--- src/core/wwd_pkg.sv ---
package wwd_pkg;

    // ------------------------------------------------------------
    // Bus and register map
    // ------------------------------------------------------------
    localparam int          ADDR_W    = 14;
    localparam logic [11:0] IDX_CTRL0 = 12'h80c;
    localparam logic [11:0] IDX_CTRL1 = 12'h80d;
    localparam logic [11:0] IDX_PSL   = 12'h80e;
    localparam logic [11:0] IDX_PSH   = 12'h80f;
    localparam logic [11:0] IDX_TMR   = 12'h810;
    localparam logic [11:0] IDX_CAUSE = 12'h811;

    // ------------------------------------------------------------
    // Field positions
    // ------------------------------------------------------------
    localparam int CTRL0_ON_BIT  = 0;
    localparam int CTRL0_PS_LSB  = 1;
    localparam int CTRL1_WIN_LSB = 0;
    localparam int CTRL1_CS_LSB  = 4;
    localparam int TMR_ARM_BIT   = 2;
    localparam int TMR_WIN_LSB   = 3;
    localparam int CAUSE_WV_BIT  = 0;
    localparam int CAUSE_RW_BIT  = 1;
    localparam int CAUSE_TO_BIT  = 2;
    localparam int CAUSE_SLP_BIT = 3;

    // ------------------------------------------------------------
    // Codes and reset values
    // ------------------------------------------------------------
    localparam logic [1:0] MODE_OFF     = 2'h0;
    localparam logic [1:0] MODE_SW      = 2'h1;
    localparam logic [1:0] MODE_NOSLEEP = 2'h2;
    localparam logic [1:0] MODE_ON      = 2'h3;
    localparam logic [4:0] PS_SW_SEL    = 5'h1f;
    localparam logic [4:0] PS_DEFAULT   = 5'h0b;
    localparam logic [4:0] PS_MAX       = 5'h12;
    localparam logic [4:0] PS_MIN       = 5'h00;
    localparam logic [2:0] CS_SW_SEL    = 3'h7;
    localparam logic [2:0] CS_LF        = 3'h0;
    localparam logic [2:0] CS_MF        = 3'h1;
    localparam logic [2:0] WIN_SW_SEL   = 3'h7;
    localparam logic [2:0] WIN_FULL     = 3'h7;

    // ------------------------------------------------------------
    // Timing: the shortest period is 2**PS_BASE_LOG2 oscillator
    // ticks, 1 ms at the nominal low-frequency rate.
    // ------------------------------------------------------------
    localparam int LF_OSC_HZ    = 31000;
    localparam int MF_OSC_HZ    = 31250;
    localparam int PS_BASE_LOG2 = 5;
    localparam int CNT_W        = 23;

    typedef enum logic [2:0] {
        WWD_OFF  = 3'b001,
        WWD_HOLD = 3'b010,
        WWD_RUN  = 3'b100
    } wwd_state_t;

endpackage

--- src/core/wwd_top.sv ---
// Our own choices: the register offsets and the APB interface to the registers.
`timescale 1ns/1ns
`default_nettype none

module wwd_top (
    // Clock, reset, enable
    input  wire logic                       core_clk,
    input  wire logic                       srst,
    input  wire logic                       ce,
    input  wire logic                       por,
    // APB slave
    input  wire logic                       psel,
    input  wire logic                       penable,
    input  wire logic                       pwrite,
    input  wire logic [wwd_pkg::ADDR_W-1:0] paddr,
    input  wire logic [31:0]                pwdata,
    output logic [31:0]                     prdata,
    output logic                            pready,
    output logic                            pslverr,
    // Configuration straps
    input  wire logic [1:0]                 watchdog_mode_cfg,
    input  wire logic [4:0]                 cfg_prescale_sel,
    input  wire logic [2:0]                 cfg_clock_sel,
    input  wire logic [2:0]                 cfg_window_sel,
    // Oscillator pins
    input  wire logic                       low_freq_osc,
    input  wire logic                       mid_freq_osc,
    // Core side
    input  wire logic                       clear_command,
    input  wire logic                       arm_read,
    input  wire logic                       sleep_active,
    input  wire logic                       osc_startup_timer,
    input  wire logic                       osc_fail,
    output logic                            wdt_reset_req,
    output logic                            wake_req,
    output logic                            timeout_n_flag,
    output logic                            powerdown_n_flag
);
    import wwd_pkg::*;

    // ------------------------------------------------------------
    // State
    // ------------------------------------------------------------
    typedef struct packed {
        logic [2:0]       lf_sync;
        logic [2:0]       mf_sync;
        logic             lf_lvl;
        logic             mf_lvl;
        logic             sleep;
        wwd_state_t       fsm;
        logic [CNT_W-1:0] cnt;
        logic             sw_on;
        logic [4:0]       ps;
        logic [2:0]       cs;
        logic [2:0]       win;
        logic             armed;
        logic             wv_n;
        logic             rw_n;
        logic             to_n;
        logic             slp_n;
        logic             rst_req;
        logic             wake;
        logic [31:0]      rdata;
        logic             slverr;
    } wwd_st_t;

    wwd_st_t          st_q;
    wwd_st_t          st_d;
    logic             lf_tick;
    logic             mf_tick;
    logic             tick;
    logic [2:0]       cs_eff;
    logic [4:0]       ps_eff;
    logic [4:0]       ps_n;
    logic [2:0]       win_eff;
    logic             active;
    logic             windowed;
    logic [4:0]       msbs;
    logic             open_w;
    logic [CNT_W-1:0] mask;
    logic             terminal;
    logic [11:0]      idx;
    logic             hit;
    logic             acc;
    logic             ctrl_wr;
    logic             sleep_edge;
    logic             hold;
    logic             bad_clear;
    logic [31:0]      rmux;

    // ------------------------------------------------------------
    // Selection and window decode
    // ------------------------------------------------------------
    always_comb begin
        cs_eff = watchdog_mode_cfg[1] ? cfg_clock_sel : st_q.cs;
        ps_eff = (cfg_prescale_sel == PS_SW_SEL) ? st_q.ps
                                                 : cfg_prescale_sel;
        ps_n = (ps_eff > PS_MAX) ? PS_MIN : ps_eff;
        win_eff = (cfg_window_sel == WIN_SW_SEL) ? st_q.win
                                                 : cfg_window_sel;
        windowed = (win_eff != WIN_FULL);
        // Period is 2**(ps+5) ticks; the top five bits are the window.
        mask = ~({CNT_W{1'b1}} << (ps_n + 5'(PS_BASE_LOG2)));
        terminal = (st_q.cnt == mask);
        msbs = 5'(st_q.cnt >> ps_n);
        // open from (7 - code) * 4
        open_w = (msbs >= {~win_eff, 2'b00});
        // Reserved source codes fall back to the low-frequency clock.
        tick = (cs_eff == CS_MF) ? mf_tick : lf_tick;
        case (watchdog_mode_cfg)
            MODE_ON:      active = 1'b1;
            MODE_NOSLEEP: active = ~sleep_active;
            MODE_SW:      active = st_q.sw_on;
            default:      active = 1'b0;
        endcase
    end

    // ------------------------------------------------------------
    // Oscillator edge detection and bus decode
    // ------------------------------------------------------------
    // A level counts only once the second and third stages agree.
    assign lf_tick = (st_q.lf_sync[1] == st_q.lf_sync[2]) &
                     st_q.lf_sync[2] & ~st_q.lf_lvl;
    assign mf_tick = (st_q.mf_sync[1] == st_q.mf_sync[2]) &
                     st_q.mf_sync[2] & ~st_q.mf_lvl;

    assign idx     = paddr[ADDR_W-1:2];
    assign hit     = (idx >= IDX_CTRL0) && (idx <= IDX_CAUSE);
    assign acc     = psel & penable & ce;
    assign ctrl_wr = acc & pwrite & hit &
                     ((idx == IDX_CTRL0) || (idx == IDX_CTRL1));
    assign sleep_edge = sleep_active ^ st_q.sleep;
    assign hold    = ctrl_wr | sleep_edge | osc_fail | osc_startup_timer;
    assign bad_clear = windowed & ~(st_q.armed & open_w);

    always_comb begin
        rmux = 32'h0;
        case (idx)
            IDX_CTRL0: begin
                rmux[CTRL0_ON_BIT] = st_q.sw_on;
                rmux[CTRL0_PS_LSB +: 5] = ps_eff;
            end
            IDX_CTRL1: begin
                rmux[CTRL1_WIN_LSB +: 3] = win_eff;
                rmux[CTRL1_CS_LSB +: 3] = cs_eff;
            end
            IDX_PSL: rmux[7:0] = st_q.cnt[7:0] & mask[7:0];
            IDX_PSH: rmux[7:0] = st_q.cnt[15:8] & mask[15:8];
            IDX_TMR: begin
                rmux[TMR_WIN_LSB +: 5] = msbs;
                rmux[TMR_ARM_BIT] = st_q.armed;
                rmux[1:0] = st_q.cnt[17:16] & mask[17:16];
            end
            IDX_CAUSE: begin
                rmux[CAUSE_WV_BIT] = st_q.wv_n;
                rmux[CAUSE_RW_BIT] = st_q.rw_n;
                rmux[CAUSE_TO_BIT] = st_q.to_n;
                rmux[CAUSE_SLP_BIT] = st_q.slp_n;
            end
            default: rmux = 32'h0;
        endcase
    end

    // ------------------------------------------------------------
    // Next state
    // ------------------------------------------------------------
    always_comb begin
        st_d = st_q;
        st_d.rst_req = 1'b0;
        st_d.wake = 1'b0;
        st_d.lf_sync = {st_q.lf_sync[1:0], low_freq_osc};
        st_d.mf_sync = {st_q.mf_sync[1:0], mid_freq_osc};
        if (st_q.lf_sync[1] == st_q.lf_sync[2]) begin
            st_d.lf_lvl = st_q.lf_sync[2];
        end
        if (st_q.mf_sync[1] == st_q.mf_sync[2]) begin
            st_d.mf_lvl = st_q.mf_sync[2];
        end
        st_d.sleep = sleep_active;

        // Read data is captured in the setup cycle so it leaves a flop.
        if (psel & ~penable) begin
            st_d.rdata = rmux;
            st_d.slverr = ~hit;
        end
        if (acc & pwrite & hit) begin
            case (idx)
                IDX_CTRL0: begin
                    st_d.sw_on = pwdata[CTRL0_ON_BIT];
                    if (cfg_prescale_sel == PS_SW_SEL) begin
                        st_d.ps = pwdata[CTRL0_PS_LSB +: 5];
                    end
                end
                IDX_CTRL1: begin
                    if (cfg_clock_sel == CS_SW_SEL) begin
                        st_d.cs = pwdata[CTRL1_CS_LSB +: 3];
                    end
                    if (cfg_window_sel == WIN_SW_SEL) begin
                        st_d.win = pwdata[CTRL1_WIN_LSB +: 3];
                    end
                end
                IDX_CAUSE: begin
                    // Firmware may only set these; hardware clears them.
                    st_d.wv_n = st_q.wv_n | pwdata[CAUSE_WV_BIT];
                    st_d.rw_n = st_q.rw_n | pwdata[CAUSE_RW_BIT];
                    st_d.to_n = st_q.to_n | pwdata[CAUSE_TO_BIT];
                    st_d.slp_n = st_q.slp_n | pwdata[CAUSE_SLP_BIT];
                end
                default: st_d.sw_on = st_q.sw_on;
            endcase
        end

        if ((acc & ~pwrite & (idx == IDX_CTRL0)) | arm_read) begin
            st_d.armed = 1'b1;
        end

        case (st_q.fsm)
            WWD_OFF, WWD_HOLD, WWD_RUN: begin
                if (!active) begin
                    st_d.fsm = WWD_OFF;
                    st_d.cnt = '0;
                    st_d.armed = 1'b0;
                end else if (hold) begin
                    st_d.fsm = WWD_HOLD;
                    st_d.cnt = '0;
                end else begin
                    st_d.fsm = WWD_RUN;
                    if (clear_command) begin
                        st_d.cnt = '0;
                        st_d.armed = 1'b0;
                        if (bad_clear) begin
                            st_d.rst_req = 1'b1;
                            st_d.wv_n = 1'b0;
                        end
                    end else if (tick) begin
                        st_d.cnt = st_q.cnt + CNT_W'(1);
                        if (terminal) begin
                            st_d.cnt = '0;
                            st_d.armed = 1'b0;
                            st_d.to_n = 1'b0;
                            st_d.rw_n = 1'b0;
                            if (sleep_active) begin
                                st_d.wake = 1'b1;
                                st_d.slp_n = 1'b0;
                            end else begin
                                st_d.rst_req = 1'b1;
                            end
                        end
                    end
                end
            end
            default: begin
                st_d.fsm = WWD_OFF;
                st_d.cnt = '0;
            end
        endcase

        if (srst) begin
            st_d.fsm = WWD_OFF;
            st_d.cnt = '0;
            st_d.sw_on = 1'b0;
            st_d.armed = 1'b0;
            st_d.rst_req = 1'b0;
            st_d.wake = 1'b0;
            st_d.rdata = 32'h0;
            st_d.slverr = 1'b0;
            st_d.ps = (cfg_prescale_sel == PS_SW_SEL) ? PS_DEFAULT
                                                      : cfg_prescale_sel;
            st_d.cs = (cfg_clock_sel == CS_SW_SEL) ? CS_LF
                                                   : cfg_clock_sel;
            st_d.win = cfg_window_sel;
            if (por) begin
                st_d.wv_n = 1'b1;
                st_d.rw_n = 1'b1;
                st_d.to_n = 1'b1;
                st_d.slp_n = 1'b1;
            end
        end
    end

    // The enable freezes everything, but a reset still lands.
    always_ff @(posedge core_clk) begin
        if (ce | srst) begin
            st_q <= st_d;
        end
    end

    // ------------------------------------------------------------
    // Outputs
    // ------------------------------------------------------------
    assign pready  = psel & penable & ce;
    assign pslverr = pready & st_q.slverr;
    assign prdata  = st_q.rdata;
    assign wdt_reset_req    = st_q.rst_req;
    assign wake_req         = st_q.wake;
    assign timeout_n_flag   = st_q.to_n;
    assign powerdown_n_flag = st_q.slp_n;
endmodule

`default_nettype wire

--- config.mk ---
export PLATFORM = sky130hd
export DESIGN_NAME = wwd_top
export DESIGN_NICKNAME = d
export VERILOG_FILES = /design/src/core/wwd_pkg.sv /design/src/core/wwd_top.sv
export SDC_FILE = /design/constraint.sdc
export NUM_CORES = 1
export LEC_CHECK = 0
export ABC_AREA = 1
export BUFFER_PORTS_ARGS = -buffer_cell sky130_fd_sc_hd__buf_2
export CORE_ASPECT_RATIO = 0.5
export CORE_MARGIN = 1
export CORE_UTILIZATION = 35
export DETAILED_ROUTE_END_ITERATION = 8
export PLACE_DENSITY = 0.65
export SLEW_MARGIN = 10
export SYNTH_ARGS = -nofsm -noshare
export SYNTH_HDL_FRONTEND = slang
export SYNTH_SLANG_ARGS = --single-unit
--- constraint.sdc ---
create_clock -name core_clk -period 6.5 [get_ports core_clk]
set_clock_uncertainty 0.15 [all_clocks]
set_input_delay 0.325 -clock core_clk [delete_from_list [all_inputs] [get_ports core_clk]]
set_output_delay 0.325 -clock core_clk [all_outputs]
set_load 0.01 [all_outputs]
==> results.yml <==
clock_tree:
  cts_tree: "yes"
  htree_levels: 3
  worstSkewPairLatency_ns: 0.34
  cts_resized: 0
  post_cts_buffers: 0
  cts_hold_buf: 1
  clk_pin_slew_ns: 0.06
  clock-sinks: 63
  cts_buffer_depth: 2
  cts_root_buffer: "clkbuf_16"
  cts_buffers: 9
timing:
  fmax_ghz: 0.211
  setup_viol: 0
  grt_setup_unrepaired: "false"
  slew_headroom_pct: 39.4
  slew_violations: 0
  fin_crit_sh_pct: 72.9
  fin_tns_setup_ns: 0
  final-hold-violation-count: 0
  hold-worst-slack_ns: 0.00762
  worstMarginPinSlew_ns: 0.908
  final.min_clock_period_ns: 4.74
drt:
  dr.pass1.iters: 5
  ant_nets: 0
  vias: 4983
  wl_per_cell_um: 15.6
  drc: 0
  routed_wl_um: 15200
  viasPerCell: 5.13
  drt-initial-drc-count: 421
critical_path:
  start_kind: "flop"
  r2r_slack_ns: 1.76
  rr_endpoint: "st_q[56]"
  startpoint: "st_q[47]"
  reg2regPathDepth: 23
  crit_family: "simple AND/OR/NAND/NOR gates"
  critical_path.cell_chain: "inv_1 > nand3_1 > nand2_1 > inv_1 > nand2_4 > nand2_4 > nand2_8 > nand2_8 > inv_2 > nand2_1 > nand3_2 > nor2_1 > nand2_1 > ha_1 > or4_1 > nor4_1 > nand2_1 > nor2_1 > nand3_2 > nand2_4 > inv_2 > nand3_1 > inv_1"
  cpPeakStageDelay_ns: 0.55
  cp_max_fo: 19
  critPathBufInv: 5
  r2r-start: "st_q[47]"
  cp_common_cell: "nand2_1"
  critPathRequiredTime_ns: 6.45
  path_depth: 23
  crit_arrival_ns: 4.69
  endpoint_kind: "flop"
  crit_slowest_cell: "or4_1"
  cp-endpoint: "st_q[56]"
  critical_path_class: "reg2reg"
grt:
  grt_pass1_wl_um: 24200
  grt_max_degree: 30
  antenna_found_initial: 0
  overflow: 0
  grt.total_usage_pct: 19.6
  grt_pass1_vias: 4669
final_layout:
  syn_to_final_growth_pct: 10.9
  post-route-util_pct: 40.5
  design_area_sq_um: 5990
  multiInputGateArea_sq_um: 2890
  num_antenna_cells: 0
  fin_nets: 869
  drive_above_1_share_pct: 15.4
  seqCellArea_sq_um: 1890
  fill_cells: 1562
run:
  drv_cap: 0
placement:
  place.gp.congestion: 0.962
  numPortBuffers: 59
  hpwl_um: 11600
  dpl-instance-area_sq_um: 5690
synthesis:
  syn_inst: 723
  synth_edf_count: 63
  ys_warn_count: 0
  synth_seq_cells: 63
  synth_area_sq_um: 5400
  synth.yosys.seq_area_share_pct: 35.0
  synthFlopType: "edfxtp_1"
  yosysUniqueCellTypes: 45
  synthArstFlopShare_pct: 0
  avgSynthCellArea_sq_um: 7.47
floorplanning:
  num_rows: 31
  die_w_um: 178
  start_util_pct: 36.6
  dieArea_sq_um: 16000
  fp.dieH_um: 89.9
  io_pins: 111
  fp.coreArea_sq_um: 14800
power:
  finalPower_w: 0.00124
  power.static_leakage_nw: 2.66
  power_density_nw_per_um2: 206
  vdd.ir_drop.worst_v: 0.000116
run_status:
  status: "complete, no violations"
min_path:
  hold_class: "in2reg"
[layer usage]
layer	routed length [um]	global-route usage [%]	share of wire [%]	up-vias
li1	-	-	-	2479
met1	7440	28.3	49	2311
met2	6450	29.2	43	168
met3	981	3.68	6.5	25
met4	304	6.27	2.0	0
met5	0	0	0	-
[cell families (layout without fill, tap and decap cells)]
group,Yosys count,in the layout,share of synthesized area [%]
buffers and inverters,146,173,13.2
flip-flops,63,63,35.0
adder cells (fa/ha/maj),28,28,6.48
AND/OR/NAND/NOR,372,372,32.1
AO/OA/AOI/OAI,102,102,11.3
other,1,24,0.0694
XOR/XNOR,10,10,1.62
multiplexers,1,1,0.208
[where the power goes]
group / internal, W / total (W) / switching, W
sequential: 0.000479 / 0.000502 / 0.0000233
combinational: 0.0000765 / 0.000234 / 0.000158
clock: 0.000297 / 0.000500 / 0.000203
[final cells by class]
type	count	share of cell area [%]
inverters	97	6.08
well taps	198	4.13
flip-flops and latches	63	31.6
multi-input cells	537	48.2
clock buffers	9	3.76
clock inverters	7	1.19
repair buffers	60	5.10
[layout by cell type (no fill, tap or decap), types with 3 or more instances in the layout]
master / count
nor2_2: 15
nor2_1: 63
inv_1: 89
nand3_1: 90
ha_1: 28
nand3_2: 4
o31ai_1: 9
inv_2: 7
a21oi_1: 22
o21ai_0: 42
nand2_1: 153
clkbuf_16: 9
a31oi_1: 3
a22oi_1: 4
nor3_1: 14
nand4_1: 6
conb_1: 24
o21ai_1: 4
nand2_2: 6
nand2_4: 5
nor4_1: 6
o211ai_1: 4
xor2_1: 10
a221oi_1: 6
buf_2: 59
edfxtp_1: 63
[synthesized netlist by cell type (2+ instances only)]
cell type	number	area share, %
a21oi_1	22	2.0
a221oi_1	6	0.97
a22oi_1	4	0.56
a31oi_1	3	0.35
a41oi_1	2	0.32
buf_2	5	0.46
buf_4	32	4.4
buf_6	5	1.0
clkbuf_1	7	0.49
edfxtp_1	63	35
ha_1	28	6.5
inv_1	89	6.2
inv_2	7	0.49
nand2_1	153	11
nand2_2	6	0.69
nand2_4	5	1.0
nand2_8	2	0.74
nand3_1	90	8.3
nand3_2	4	0.74
nand4_1	6	0.69
nor2_1	63	4.4
nor2_2	15	1.7
nor3_1	14	1.3
nor4_1	6	0.69
o211ai_1	4	0.56
o21ai_0	42	3.9
o21ai_1	4	0.37
o31ai_1	9	1.3
or2_2	2	0.23
xor2_1	10	1.6
[worst min-delay path by stage]
stage / to / slack [ns] / from / cells after the start
after floorplan: st_d[83] / 0.25 / st_d[82] / 0
after global placement: st_d[83] / 0.26 / st_d[82] / 0
after detailed placement: st_d[83] / 0.26 / st_d[82] / 0
after CTS: st_d[82] / 0.003 / mid_freq_osc / 1
after global routing: st_d[82] / 0.004 / mid_freq_osc / 1
final: st_d[82] / 0.008 / mid_freq_osc / 1
[registers in the layout, summed over array words and instances, names as in the netlist]
register	cells
st_q	47
prdata	8
st_d	4
powerdown_n_flag	1
timeout_n_flag	1
wake_req	1
wdt_reset_req	1
[per-stage QoR]
step | instances | worst slack, ns
2_1_floorplan | 746 | 2.44
3_3_place_gp | 954 | 1.56
3_5_place_dp | 954 | 1.53
4_1_cts | 971 | 1.83
5_1_grt | 971 | 1.38
6_report | 971 | 1.76
No activity file was read; power rests on OpenSTA's default activity.
